--- config.mk ---
export PLATFORM = sky130hd
export DESIGN_NAME = lsw_ctrl
export DESIGN_NICKNAME = d
export VERILOG_FILES = /design/src/hdl/lsw_pkg.sv /design/src/hdl/lsw_ctrl.sv /design/src/hdl/lsw_pin_sync.sv
export VERILOG_INCLUDE_DIRS = /design/src /design/src/hdl
export SDC_FILE = /design/constraint.sdc
export NUM_CORES = 1
export LEC_CHECK = 0
export BUFFER_PORTS_ARGS = -buffer_cell sky130_fd_sc_hd__buf_2
export CAP_MARGIN = 20
export CORE_AREA = 2 2 76 78
export CTS_BUF_LIST = sky130_fd_sc_hd__clkbuf_16
export CTS_CLUSTER_SIZE = 20
export DETAILED_ROUTE_END_ITERATION = 8
export DIE_AREA = 0 0 78 80
export PLACE_DENSITY = 0.74
export SLEW_MARGIN = 20
export SYNTH_ARGS = -nofsm -noshare
export SYNTH_HDL_FRONTEND = slang
export SYNTH_HIERARCHICAL = 1
export SYNTH_SLANG_ARGS = --single-unit
--- constraint.sdc ---
create_clock -name clk -period 3.74 [get_ports clk]
set_clock_uncertainty 0.1 [all_clocks]
set_input_delay 0.748 -clock clk [delete_from_list [all_inputs] [get_ports clk]]
set_output_delay 0.748 -clock clk [all_outputs]
set_load 0.02 [all_outputs]
--- src/hdl/lsw_consts.svh ---
// Constants for the load switch and regulator control block.
`ifndef LSW_CONSTS_SVH
`define LSW_CONSTS_SVH
// ****************************************************************************
// Register offsets.
// ****************************************************************************
`define LSW_OFF_SW1_EN_TASK 8'h00
`define LSW_OFF_SW1_DIS_TASK 8'h01
`define LSW_OFF_SW2_EN_TASK 8'h02
`define LSW_OFF_SW2_DIS_TASK 8'h03
`define LSW_OFF_STATUS 8'h04
`define LSW_OFF_SW1_PIN_SEL 8'h05
`define LSW_OFF_SW2_PIN_SEL 8'h06
`define LSW_OFF_CFG 8'h07
`define LSW_OFF_SW1_MODE 8'h08
`define LSW_OFF_SW2_MODE 8'h09
`define LSW_OFF_REG1_VOUT 8'h0c
`define LSW_OFF_REG2_VOUT 8'h0d
// ****************************************************************************
// Field positions, codes and reset values.
// ****************************************************************************
`define LSW_SEL_LSB 0
`define LSW_SEL_MSB 2
`define LSW_INV_BIT 3
`define LSW_SEL_FIRST 3'h1
`define LSW_SEL_LAST 3'h5
`define LSW_SS_OFF1_BIT 0
`define LSW_SS_OFF2_BIT 1
`define LSW_SS_LVL1_LSB 2
`define LSW_SS_LVL2_LSB 4
`define LSW_DIS1_BIT 6
`define LSW_DIS2_BIT 7
`define LSW_VOUT_MSB 4
`define LSW_NUM_PINS 5
`define LSW_RESET_BYTE 8'h00
`endif

--- src/hdl/lsw_pkg.sv ---
// Types shared by the load switch and regulator control block.
package lsw_pkg;
  // Host access kind seen by the register port.
  typedef enum logic [1:0] {LSW_ACC_IDLE, LSW_ACC_WRITE, LSW_ACC_READ} lsw_access_type;
endpackage : lsw_pkg
--- src/hdl/lsw_ctrl.sv ---
// Register bank and enable control for two load switches with regulator mode.
`timescale 1ns/100ps
`include "lsw_consts.svh"
module lsw_ctrl (
  input wire logic clk,
  input wire logic srst,
  input wire logic reg_wr,
  input wire logic reg_rd,
  input wire logic [7:0] reg_addr,
  input wire logic [7:0] reg_wdata,
  output logic [7:0] reg_rdata,
  input wire logic [`LSW_NUM_PINS-1:0] control_input_pins,
  output logic switch1_on,
  output logic switch2_on,
  output logic switch1_mode,
  output logic switch2_mode,
  output logic switch1_softstart_off,
  output logic switch2_softstart_off,
  output logic [1:0] switch1_softstart_level,
  output logic [1:0] switch2_softstart_level,
  output logic switch1_discharge_on,
  output logic switch2_discharge_on,
  output logic [4:0] regulator1_voltage_code,
  output logic [4:0] regulator2_voltage_code
);
  // ****************************************************************************
  // State.
  // ****************************************************************************
  typedef struct packed {
    logic [3:0] pin_sel1;   // Switch 1 select and invert.
    logic [3:0] pin_sel2;   // Switch 2 select and invert.
    logic [7:0] cfg;        // Soft start and discharge configuration.
    logic mode1;            // Switch 1 mode select.
    logic mode2;            // Switch 2 mode select.
    logic [4:0] vout1;      // Regulator 1 voltage code.
    logic [4:0] vout2;      // Regulator 2 voltage code.
    logic [1:0] en;         // Held enable state per switch.
    logic [1:0] ctl_prev;   // Previous control level per switch.
    logic [1:0] ctl_valid;  // Previous level holds a real sample.
    logic [7:0] rdata;      // Read data.
  } lsw_state_type;
  lsw_state_type s_reg;
  lsw_state_type s_next;
  lsw_pkg::lsw_access_type acc;      // Decoded host access.
  logic [`LSW_NUM_PINS-1:0] pins_s;  // Synchronised pins.
  logic [1:0] set_req;               // One-cycle enable requests.
  logic [1:0] clr_req;               // One-cycle disable requests.
  logic [1:0] ctl_lvl;               // Current control level per switch.
  logic [1:0] ctl_act;               // Switch has a pin assigned.
  logic [7:0] status;                // Status byte.
  // ****************************************************************************
  // Pin synchroniser.
  // ****************************************************************************
  lsw_pin_sync u_sync (
    .clk(clk),
    .srst(srst),
    .pin_async(control_input_pins),
    .pin_sync(pins_s)
  );
  // Classify the host access; a write takes precedence.
  always_comb begin
    if (reg_wr) begin
      acc = lsw_pkg::LSW_ACC_WRITE;
    end else if (reg_rd) begin
      acc = lsw_pkg::LSW_ACC_READ;
    end else begin
      acc = lsw_pkg::LSW_ACC_IDLE;
    end
  end
  // Pick each switch's pin, apply invert, and tell whether one is assigned.
  always_comb begin
    logic [3:0] sel;
    sel = '0;
    for (int i = 0; i < 2; i++) begin
      sel = (i == 0) ? s_reg.pin_sel1 : s_reg.pin_sel2;
      ctl_act[i] = (sel[2:0] >= `LSW_SEL_FIRST) && (sel[2:0] <= `LSW_SEL_LAST);
      ctl_lvl[i] = 1'b0;
      if (ctl_act[i]) begin
        ctl_lvl[i] = pins_s[sel[2:0] - `LSW_SEL_FIRST] ^ sel[`LSW_INV_BIT];
      end
    end
  end
  // Build one-cycle requests from task writes and pin edges.
  always_comb begin
    logic wr;
    wr = (acc == lsw_pkg::LSW_ACC_WRITE) && reg_wdata[0];
    set_req[0] = wr && (reg_addr == `LSW_OFF_SW1_EN_TASK);
    clr_req[0] = wr && (reg_addr == `LSW_OFF_SW1_DIS_TASK);
    set_req[1] = wr && (reg_addr == `LSW_OFF_SW2_EN_TASK);
    clr_req[1] = wr && (reg_addr == `LSW_OFF_SW2_DIS_TASK);
    for (int i = 0; i < 2; i++) begin
      if (ctl_act[i] && s_reg.ctl_valid[i]) begin
        set_req[i] = set_req[i] | (ctl_lvl[i] & ~s_reg.ctl_prev[i]);
        clr_req[i] = clr_req[i] | (~ctl_lvl[i] & s_reg.ctl_prev[i]);
      end
    end
  end
  // Assemble the status byte from mode and enable.
  always_comb begin
    status = '0;
    status[0] = s_reg.en[0] & ~s_reg.mode1;
    status[1] = s_reg.en[0] & s_reg.mode1;
    status[2] = s_reg.en[1] & ~s_reg.mode2;
    status[3] = s_reg.en[1] & s_reg.mode2;
    status[4] = |s_reg.en;
  end
  // Next-state logic: register writes, enable update and read data.
  always_comb begin
    s_next = s_reg;
    for (int i = 0; i < 2; i++) begin
      if (clr_req[i]) begin
        s_next.en[i] = 1'b0;
      end else if (set_req[i]) begin
        s_next.en[i] = 1'b1;
      end
    end
    s_next.ctl_prev = ctl_lvl;
    s_next.ctl_valid = ctl_act;
    // A rewritten selection starts a fresh history, so the old pin's level
    // cannot fake an edge on the newly chosen pin.
    if (acc == lsw_pkg::LSW_ACC_WRITE && reg_addr == `LSW_OFF_SW1_PIN_SEL) begin
      s_next.ctl_valid[0] = 1'b0;
    end
    if (acc == lsw_pkg::LSW_ACC_WRITE && reg_addr == `LSW_OFF_SW2_PIN_SEL) begin
      s_next.ctl_valid[1] = 1'b0;
    end
    if (acc == lsw_pkg::LSW_ACC_WRITE) begin
      if (reg_addr == `LSW_OFF_SW1_PIN_SEL) begin
        s_next.pin_sel1 = reg_wdata[3:0];
      end else if (reg_addr == `LSW_OFF_SW2_PIN_SEL) begin
        s_next.pin_sel2 = reg_wdata[3:0];
      end else if (reg_addr == `LSW_OFF_CFG) begin
        s_next.cfg = reg_wdata;
      end else if (reg_addr == `LSW_OFF_SW1_MODE) begin
        s_next.mode1 = reg_wdata[0];
      end else if (reg_addr == `LSW_OFF_SW2_MODE) begin
        s_next.mode2 = reg_wdata[0];
      end else if (reg_addr == `LSW_OFF_REG1_VOUT) begin
        s_next.vout1 = reg_wdata[`LSW_VOUT_MSB:0];
      end else if (reg_addr == `LSW_OFF_REG2_VOUT) begin
        s_next.vout2 = reg_wdata[`LSW_VOUT_MSB:0];
      end
    end
    if (acc == lsw_pkg::LSW_ACC_READ) begin
      if (reg_addr == `LSW_OFF_STATUS) begin
        s_next.rdata = status;
      end else if (reg_addr == `LSW_OFF_SW1_PIN_SEL) begin
        s_next.rdata = {4'h0, s_reg.pin_sel1};
      end else if (reg_addr == `LSW_OFF_SW2_PIN_SEL) begin
        s_next.rdata = {4'h0, s_reg.pin_sel2};
      end else if (reg_addr == `LSW_OFF_CFG) begin
        s_next.rdata = s_reg.cfg;
      end else if (reg_addr == `LSW_OFF_SW1_MODE) begin
        s_next.rdata = {7'h00, s_reg.mode1};
      end else if (reg_addr == `LSW_OFF_SW2_MODE) begin
        s_next.rdata = {7'h00, s_reg.mode2};
      end else if (reg_addr == `LSW_OFF_REG1_VOUT) begin
        s_next.rdata = {3'h0, s_reg.vout1};
      end else if (reg_addr == `LSW_OFF_REG2_VOUT) begin
        s_next.rdata = {3'h0, s_reg.vout2};
      end else begin
        s_next.rdata = 8'h00;
      end
    end
  end
  // Register the whole state; everything resets to zero, switches off.
  always_ff @(posedge clk) begin
    if (srst) begin
      s_reg <= '0;
    end else begin
      s_reg <= s_next;
    end
  end
  // ****************************************************************************
  // Outputs straight from flip-flops.
  // ****************************************************************************
  assign reg_rdata = s_reg.rdata;
  assign switch1_on = s_reg.en[0];
  assign switch2_on = s_reg.en[1];
  assign switch1_mode = s_reg.mode1;
  assign switch2_mode = s_reg.mode2;
  assign switch1_softstart_off = s_reg.cfg[`LSW_SS_OFF1_BIT];
  assign switch2_softstart_off = s_reg.cfg[`LSW_SS_OFF2_BIT];
  assign switch1_softstart_level = s_reg.cfg[`LSW_SS_LVL1_LSB +: 2];
  assign switch2_softstart_level = s_reg.cfg[`LSW_SS_LVL2_LSB +: 2];
  assign switch1_discharge_on = s_reg.cfg[`LSW_DIS1_BIT];
  assign switch2_discharge_on = s_reg.cfg[`LSW_DIS2_BIT];
  assign regulator1_voltage_code = s_reg.vout1;
  assign regulator2_voltage_code = s_reg.vout2;
endmodule : lsw_ctrl

--- src/hdl/lsw_pin_sync.sv ---
// Two-stage synchroniser for the control input pins.
`timescale 1ns/100ps
`include "lsw_consts.svh"
module lsw_pin_sync (
  input wire logic clk,
  input wire logic srst,
  input wire logic [`LSW_NUM_PINS-1:0] pin_async,
  output logic [`LSW_NUM_PINS-1:0] pin_sync
);
  // ****************************************************************************
  // State.
  // ****************************************************************************
  typedef struct packed {
    logic [`LSW_NUM_PINS-1:0] stage1; // First stage, read only by the second.
    logic [`LSW_NUM_PINS-1:0] stage2; // Second stage, safe for logic.
  } lsw_sync_type;
  lsw_sync_type s_reg;
  lsw_sync_type s_next;
  // Shift the pins through both stages.
  always_comb begin
    s_next.stage1 = pin_async;
    s_next.stage2 = s_reg.stage1;
  end
  // Register the stages; reset to low.
  always_ff @(posedge clk) begin
    if (srst) begin
      s_reg <= '0;
    end else begin
      s_reg <= s_next;
    end
  end
  assign pin_sync = s_reg.stage2;
endmodule : lsw_pin_sync

# Word-level counts from Yosys, hierarchy flattened
# Cells that the tools add are included.
# classes
n_lt_le_gt_ge,6
eq_ne,13
add_sub_neg,2
n_reduce_logical,24
bitwise_logic,26
muxes,20
# ops
cell,count
equality test 8 x 3 -> 1 bit (second input constant),4
equality test 8 x 4 -> 1 bit (second input constant),4
2-to-1 mux 8 bit,4
2-to-1 mux 5 bit,4
equality test 8 x 2 -> 1 bit (second input constant),2
NOT 1 bit,12
logical AND 1 bit,11
OR reduction 2 bit,5
bitwise AND 1 bit,8
equality test 8 x 1 -> 1 bit (second input constant),1
logical NOT 8 bit,1
< comparator 3 x 4 -> 1 bit (second input constant),2
2-to-1 mux 1 bit,8
AND reduction 8 bit,1
AND reduction 7 bit,1
binary-select mux 1 bit (select 3 bit),2
greater-or-equal comparator 3 x 1 -> 1 bit (second input constant),2
less-or-equal comparator 3 bit (second input constant),2
AND reduction 6 bit,1
subtractor 3 x 1 -> 3 bit (second input constant),2
AND reduction 5 bit,1
2-to-1 mux 2 bit,2
bitwise OR 1 bit,4
AND reduction 4 bit,1
5 further kinds,6
# totals
output_inout_bits,30
reg_bits,52
elab_cells,106

# Depth between registers and ports, before layout
# Gate-level depths: netlist (run 1).
# logic_depth
ltp_word,10
depth_mapped,8
depth_no_buf,7

# Hierarchy
# The synthesis (run 1) kept the hierarchy.
# modules_own_cells
module,seq_area_each_um2,n_inst,area_per_inst_um2,cells_each
lsw_ctrl,840.8,1,2336.0,259
lsw_pin_sync,200.2,1,262.8,20

# Worst setup path before layout (run 1)
# Ideal clock, no wire load.
# synth_timing
path_kind,input to register
start,in reg_addr[5]
end,reg s_reg (netlist bit regulator2_voltage_code[0])
arrival_ps,2160
slack_ps,1352
required_time_ps,3512
stages,6
n_path_buf,1
path_cell_list,or4_4 -> nor3b_4 -> and4_1 -> buf_4 -> mux2i_1 -> nor2_1
# synth_via
elab_chain_cells,3
# synth_lines
element,line_no,rtl
from (decl),lsw_ctrl.sv:9,"input wire logic [7:0] reg_addr,"
equality test 8 x 4 -> 1 bit (no source line) / equality test 8 x 3 -> 1 bit (equally long branches),n/a,
NOT 1 bit (no source line),n/a,
AND reduction 8 bit (no source line) (*),n/a,
to (signal assigned),lsw_ctrl.sv:171,s_reg <= s_next;
to (decl),lsw_ctrl.sv:42,lsw_state_type s_reg;
# Every way passes the cells marked *; elsewhere a longest branch is shown, timed or not.
# A chain may end at the register's enable or synchronous reset.

# Worst setup path in the final report (run 1)
# layout_timing
start,in reg_addr[5]
end,reg s_reg (netlist bit regulator2_voltage_code[4])
# Same word-level chain as after synthesis.

==> results of run 1 <==
## cells in the final DEF (no fill, tap or decap), drive strengths merged, types with 2 or more instances in the layout
cell	synthesis	layout
a22o	2	2
nor2b	14	14
a22oi	4	4
dfxtp	52	52
o21ai	5	5
a21oi	7	7
nand2b	2	2
a31oi	5	5
a211oi	5	5
a21o	2	2
nand3	6	6
nand3b	2	2
nand4	3	3
inv	10	11
nor2	38	38
and4	2	2
nor3	4	4
buf	25	55
mux2	2	2
mux2i	39	39
and3	3	3
clkbuf	10	5
and2	2	2
o22ai	3	3
nor3b	2	2
o211a	2	2
nand2	7	7
ha	4	4
## final cells by class
type / instances / area (um^2) / share of cell area
tap: 72 / 90.09 / 0.03094
multi-input combinational: 182 / 1301 / 0.4469
clock inverter: 3 / 38.79 / 0.01332
sequential: 52 / 1041 / 0.3575
inverter: 10 / 37.54 / 0.01289
clock buffer: 5 / 125.1 / 0.04297
timing repair buffer: 55 / 277.8 / 0.09540
## metal layers
| metal | GRT usage | up-vias | wire [um] |
|---|---|---|---|
| met5 | 0 | - | 0 |
| met4 | 0.07018 | 0 | 68 |
| met3 | 0.04072 | 7 | 411 |
| met2 | 0.3103 | 70 | 2637 |
| met1 | 0.2266 | 958 | 2410 |
| li1 | - | 1018 | - |
## cells by family after synthesis
kind of cell    synth area share
buf+inv                  0.09870
fa+ha+maj                0.01926
compound gates            0.1122
flops                     0.4006
xor+xnor                0.006742
simple gates              0.1950
mux                       0.1675
## Yosys cell counts (2+ instances only)
| cell type | n |
|---|---|
| nand2b_1 | 2 |
| mux2_2 | 2 |
| and2_1 | 2 |
| ha_1 | 4 |
| a21oi_1 | 7 |
| and3_1 | 3 |
| clkbuf_1 | 10 |
| o22ai_1 | 3 |
| a21o_1 | 2 |
| inv_1 | 10 |
| nor2b_1 | 14 |
| and4_1 | 2 |
| nand2_1 | 7 |
| a22oi_1 | 4 |
| o211a_1 | 2 |
| dfxtp_1 | 52 |
| a22o_1 | 2 |
| nor2_1 | 38 |
| nor3_1 | 3 |
| mux2i_1 | 39 |
| a211oi_1 | 5 |
| buf_4 | 23 |
| o21ai_0 | 5 |
| a31oi_1 | 5 |
| nand4_1 | 2 |
| nand3b_1 | 2 |
| nand3_1 | 6 |
## worst register-to-register path: stages, from the launching register on
cell     delay (ns)
dfxtp_1        0.47
inv_1          0.12
ha_1           0.22
xnor2_1        0.30
mux2_2         0.41
a211o_1        0.32
a32oi_1        0.21
o21a_1         0.12
## where the power goes
group | internal [uW] | switching (uW)
sequential | 561 | 2.71
clock | 312 | 191
combinational | 24.8 | 41.9
total | 898 | 236
## how the worst max path moves through the flow
stage                                              endpoint  cells past startpoint   startpoint
floorplan           regulator2_voltage_code[0]$_SDFFE_PP0P_                      6  reg_addr[5]
global placement    regulator2_voltage_code[3]$_SDFFE_PP0P_                      6  reg_addr[5]
detailed placement  regulator2_voltage_code[4]$_SDFFE_PP0P_                      6  reg_addr[5]
CTS                 regulator2_voltage_code[4]$_SDFFE_PP0P_                      6  reg_addr[5]
global route        regulator2_voltage_code[4]$_SDFFE_PP0P_                      6  reg_addr[5]
finish              regulator2_voltage_code[4]$_SDFFE_PP0P_                      6  reg_addr[5]
## through the flow
stage	hold WS, ns	cell area (um^2)	power [uW]	utilization	instances
2_1_floorplan	0.3138	2599	618.6	-	279
3_3_place_gp	0.3175	2748	642.6	0.5083	371
3_5_place_dp	0.3266	2748	643.9	0.5083	371
4_1_cts	0.3421	2912	1145	0.5387	379
5_1_grt	0.3467	2912	1172	0.5387	379
6_report	0.3351	2912	1134	0.5387	379
==> flow_metrics.tcl, run 1 <==
set metrics [dict create \
    status "finished clean" \
    design.die.area_um2 6240 \
    coreArea_um2 5405 \
    slew-limit-headroom 0.4421 \
    rows 27 \
    synth_edf_count 0 \
    synth_cell_types 50 \
    reg2reg_from "s_reg[34]$_SDFFE_PP0P_" \
    period_minus_slack_ns 2.477 \
    clock_latency_ns 0.28 \
    hold_violations 0 \
    gp_congestion 0.8295 \
    gr-total-overflow 0 \
    cp.required_ns 3.78 \
    fmax_mhz 403.7 \
    ys_seq_area_frac 0.4006 \
    max_slew.worst_pin.slew_ns 0.8368 \
    power.density_nw_per_um2 389.4 \
    antenna_found_initial 0 \
    fillers 522 \
    grt_pass1_vias 1869 \
    post_cts_buffers 0 \
    final-setup-viol-count 0 \
    cts_buffers 5 \
    path_class "input port to flop" \
    hold_path_depth 1 \
    holdBufCountCts 0 \
    numPortBuffers 54 \
    cp-end-kind "flop" \
    yosysTopAreaCell "dfxtp_1" \
    critPathTopFamily "simple AND/OR/NAND/NOR gates" \
    htree_num_levels 2 \
    synth_area_per_cell_um2 9.314 \
    hp-class "flop to flop" \
    area_delta_synth_final_pct 12.04 \
    fp.dieW_um 78 \
    yosys-top-cells-area "dfxtp_1 40%, mux2i_1 15%, buf_4 6.6%, nor2_1 5.5%, nor2b_1 3.4%" \
    synth_seq_cells 52 \
    final_layout_size_suffix_gt1_frac 0.2280 \
    r2r_cells 7 \
    layout.nets 335 \
    track_usage 0.1830 \
    crit_path_start_kind "input port" \
    largest_register_ffs 12 \
    dr_total_vias 2053 \
    leakagePower_uw 0.001380 \
    cts_resized 0 \
    wl_per_cell_um 14.59 \
    ys_warn_count 6 \
    dpl.hpwl_um 3980 \
    cpPeakStageDelay_ns 0.57 \
    worst_slack_ns 1.263 \
    ios 55 \
    critPathArrivalTime_ns 2.52 \
    die_h_um 80 \
    clkTransAtPathRegs_ns 0.07 \
    drtIter0Drc 99 \
    syn-num-nets 308 \
    rsz0062_at_grt "no" \
    pre_cts_ws_ns 0.9707 \
    period_share 0.6623 \
    drc 0 \
    crit_chain "buf_2 > or4_4 > nor3b_4 > and4_1 > mux2i_1 > nor2_1" \
    synthArstFlopShare 0 \
    crit_path_top_delay_cell "or4_4" \
    irDropWorstVdd_uv 245.8 \
    n_antenna_cell 0 \
    numClockSinks 52 \
    synthesis.area_um2 2599 \
    cp_num_buf_inv 1 \
    netlist.area_leader.share 0.4006 \
    worstHoldEndpoint "u_sync/pin_sync[3]$_SDFF_PP0_" \
    clock_path_buffers 2 \
    wl_um 5528 \
    synthCells 279 \
    firstDrtPassIters 4 \
    vias_per_cell 5.417 \
    slew_viol_final 0 \
    min_from "u_sync/s_next[3]$_SDFF_PP0_" \
    ys.flop_type "dfxtp_1" \
    tns_ns 0 \
    ant_nets 0 \
    r2r_end "switch2_on$_SDFFE_PP0P_" \
    initial_utilization 0.4808 \
    grt_max_degree 50 \
    cts_tree "done" \
    cts-root-buf "clkbuf_16" \
    grt_first_pass_wirelength_um 9011 \
    reg2reg_slack_ns 1.42 \
    max_cap_viol_count 0 \
    cp_max_fo 8 \
]
Power figures use the tool's default switching activity.
==> run 2: changes to the inputs <==
--- a/config.mk
+++ b/config.mk
@@ -6,13 +6,14 @@
 export SDC_FILE = /design/constraint.sdc
 export NUM_CORES = 1
 export LEC_CHECK = 0
+export ABC_AREA = 1
 export BUFFER_PORTS_ARGS = -buffer_cell sky130_fd_sc_hd__buf_2
 export CAP_MARGIN = 20
-export CORE_AREA = 2 2 76 78
+export CORE_AREA = 2 2 78 80
 export CTS_BUF_LIST = sky130_fd_sc_hd__clkbuf_16
 export CTS_CLUSTER_SIZE = 20
 export DETAILED_ROUTE_END_ITERATION = 8
-export DIE_AREA = 0 0 78 80
+export DIE_AREA = 0 0 80 82
 export PLACE_DENSITY = 0.74
 export SLEW_MARGIN = 20
 export SYNTH_ARGS = -nofsm -noshare
==> constraint.sdc (replaced) <==
create_clock -name clk -period 2.3 [get_ports clk]
set_clock_uncertainty 0.1 [all_clocks]
set_input_delay 0.46 -clock clk [delete_from_list [all_inputs] [get_ports clk]]
set_output_delay 0.46 -clock clk [all_outputs]
set_load 0.02 [all_outputs]
==> run 2 against run 1 <==
Compared with the run above: sequential share of layout area fell by 2.3 points; critical path depth increased by 5; register-to-register slack lost 0.93 ns; cell count up 31%; die area grew 5.1%; sequential power grew 64%; hold slack worse by 0.065 ns; critical path type is now flop to flop; critical endpoint is now switch1_on$_SDFFE_PP0P_; largest cell class unchanged; highest routed layer unchanged.
==> flow_metrics.tcl, run 2 <==
set metrics [dict create \
    cts_buffers 5 \
    hold_violations 0 \
    ys_top_cells_by_count "69 x nand2_1, 52 x dfxtp_1, 50 x nor2_1" \
    synth_seq_cells 52 \
    layout_common_cells "69 x nand2_1, 54 x buf_2, 52 x dfxtp_1" \
    final_common_cell "nand2_1" \
    fillers 575 \
    synthArstFlopShare 0 \
    whs_ns 0.2696 \
    ant_nets 0 \
    holdBufCountCts 0 \
    dpl.hpwl_um 4969 \
    dr_total_vias 2506 \
    numPortBuffers 54 \
    wl_um 6480 \
    die_h_um 82 \
    final_layout_size_suffix_gt1_frac 0.2506 \
    yosysTopAreaCell "dfxtp_1" \
    critPathArrivalTime_ns 1.93 \
    vias_per_cell 5.032 \
    numClockSinks 52 \
    design.die.area_um2 6560 \
    max_slew.worst_pin.slew_ns 0.4198 \
    ios 55 \
    synth_edf_count 0 \
    cts_resized 0 \
    area_delta_synth_final_pct 11.58 \
    netlist.area_leader.share 0.3734 \
    cp_max_fo 7 \
    cp.required_ns 2.42 \
    post_cts_buffers 0 \
    initial_utilization 0.4852 \
    tns_ns 0 \
    fmax_mhz 552.6 \
    rows 28 \
    syn-num-nets 419 \
    largest_register_ffs 12 \
    ys_seq_area_frac 0.3734 \
    status "finished clean" \
    rsz0062_at_grt "no" \
    clock_path_buffers 2 \
    gr-total-overflow 0 \
    n_antenna_cell 0 \
    clkTransAtPathRegs_ns 0.06 \
    crit_path_start_kind "flop" \
    drc 0 \
    coreArea_um2 5746 \
    gp_congestion 0.9295 \
    grt_max_degree 25 \
    hp-class "input port to flop" \
    path_class "flop to flop" \
    layout.nets 451 \
    antenna_found_initial 0 \
    wl_per_cell_um 13.01 \
    synthesis.area_um2 2788 \
    ys_warn_count 6 \
    ys.flop_type "dfxtp_1" \
    period_share 0.7868 \
    fp.dieW_um 80 \
    cts-root-buf "clkbuf_16" \
    drtIter0Drc 170 \
    yosysMostFrequentCell "nand2_1" \
    period_minus_slack_ns 1.810 \
    slew-limit-headroom 0.7198 \
    max_cap_viol_count 0 \
    fin_util 0.5414 \
    synth_cell_types 31 \
    synth_area_per_cell_um2 7.148 \
    yosys-top-cells-area "dfxtp_1 37%, nand2_1 9.3%, nor2_1 6.7%, buf_4 5.9%, inv_1 5.5%" \
    cts_tree "done" \
    firstDrtPassIters 4 \
    power.density_nw_per_um2 610.4 \
    track_usage 0.1996 \
    leakagePower_uw 0.001437 \
    htree_num_levels 2 \
    irDropWorstVdd_uv 297.5 \
    final-setup-viol-count 0 \
    grt_first_pass_wirelength_um 10220 \
    clock_latency_ns 0.29 \
    cp-end-kind "flop" \
    grt_pass1_vias 2159 \
    synthCells 390 \
    slew_viol_final 0 \
]
## run 2: changes by cell type in the layout (fill, tap and decap cells not counted), sizes merged, moves of 22 or more
cell | before | now
nand3 | 6 | 30
mux2i | 39 | 0
nand2 | 7 | 82
a21oi | 7 | 29
inv | 11 | 54
## run 2: worst max-delay path: stages (launching register included)
cell and delay, ns:
dfxtp_1 0.47, inv_2 0.10, ha_1 0.34, a21oi_1 0.12, nand2_1 0.06, nand3_1 0.10, nand2_1 0.07, nand2_1 0.05
nand2_1 0.09, o21ai_1 0.13, inv_1 0.05, nor2_1 0.08
## run 2: final cells by class
cell class,count,area [um^2],area share
clock inverter,3,37.54,0.01207
tap,75,93.84,0.03017
clock buffer,5,125.1,0.04023
sequential,52,1041,0.3347
timing repair buffer,55,277.8,0.08930
inverter,54,210.2,0.06758
multi-input combinational,254,1325,0.4260
## run 2: logic make-up after synthesis
family,count (synthesis),synth area share
buf+inv,84,0.1513
simple gates,180,0.3034
fa+ha+maj,4,0.01795
xor+xnor,2,0.006285
flops,52,0.3734
compound gates,68,0.1477
## run 2: path summary, 6_finish.rpt
check,cells after the start,startpoint,slack [ns],to
worst max register to register,11,s_reg[38]$_SDFFE_PP0P_,0.49,switch1_on$_SDFFE_PP0P_
worst max-delay path,11,s_reg[38]$_SDFFE_PP0P_,0.49,switch1_on$_SDFFE_PP0P_
worst min register to register,2,u_sync/s_next[4]$_SDFF_PP0_,0.30,u_sync/pin_sync[4]$_SDFF_PP0_
worst min-delay path,3,control_input_pins[4],0.27,u_sync/s_next[4]$_SDFF_PP0_
## run 2: metrics by stage
stage / instances / setup WS [ns] / cell area [um^2] / total power, uW
finish: 498 / 0.4904 / 3110 / 1899
detailed placement: 490 / 0.4398 / 2948 / 1092
global placement: 490 / 0.4928 / 2948 / 1090
CTS: 498 / 0.5033 / 3110 / 1911
floorplan: 390 / 0.7401 / 2788 / 1044
global route: 498 / 0.3408 / 3110 / 1957
## run 2: layer usage
layer	wire [um]	track usage	vias up
li1	-	-	1291
met1	2968	0.2823	1122
met2	2924	0.3158	85
met3	521	0.03846	8
met4	65	0.04407	0
met5	0	0	-
## run 2: where the power goes
group / leakage (uW) / switching, uW / internal [uW]
clock network: 0.0000789 / 321 / 506
logic: 0.000936 / 101 / 45.1
registers: 0.000422 / 7.99 / 917
total: 0.00144 / 430 / 1470
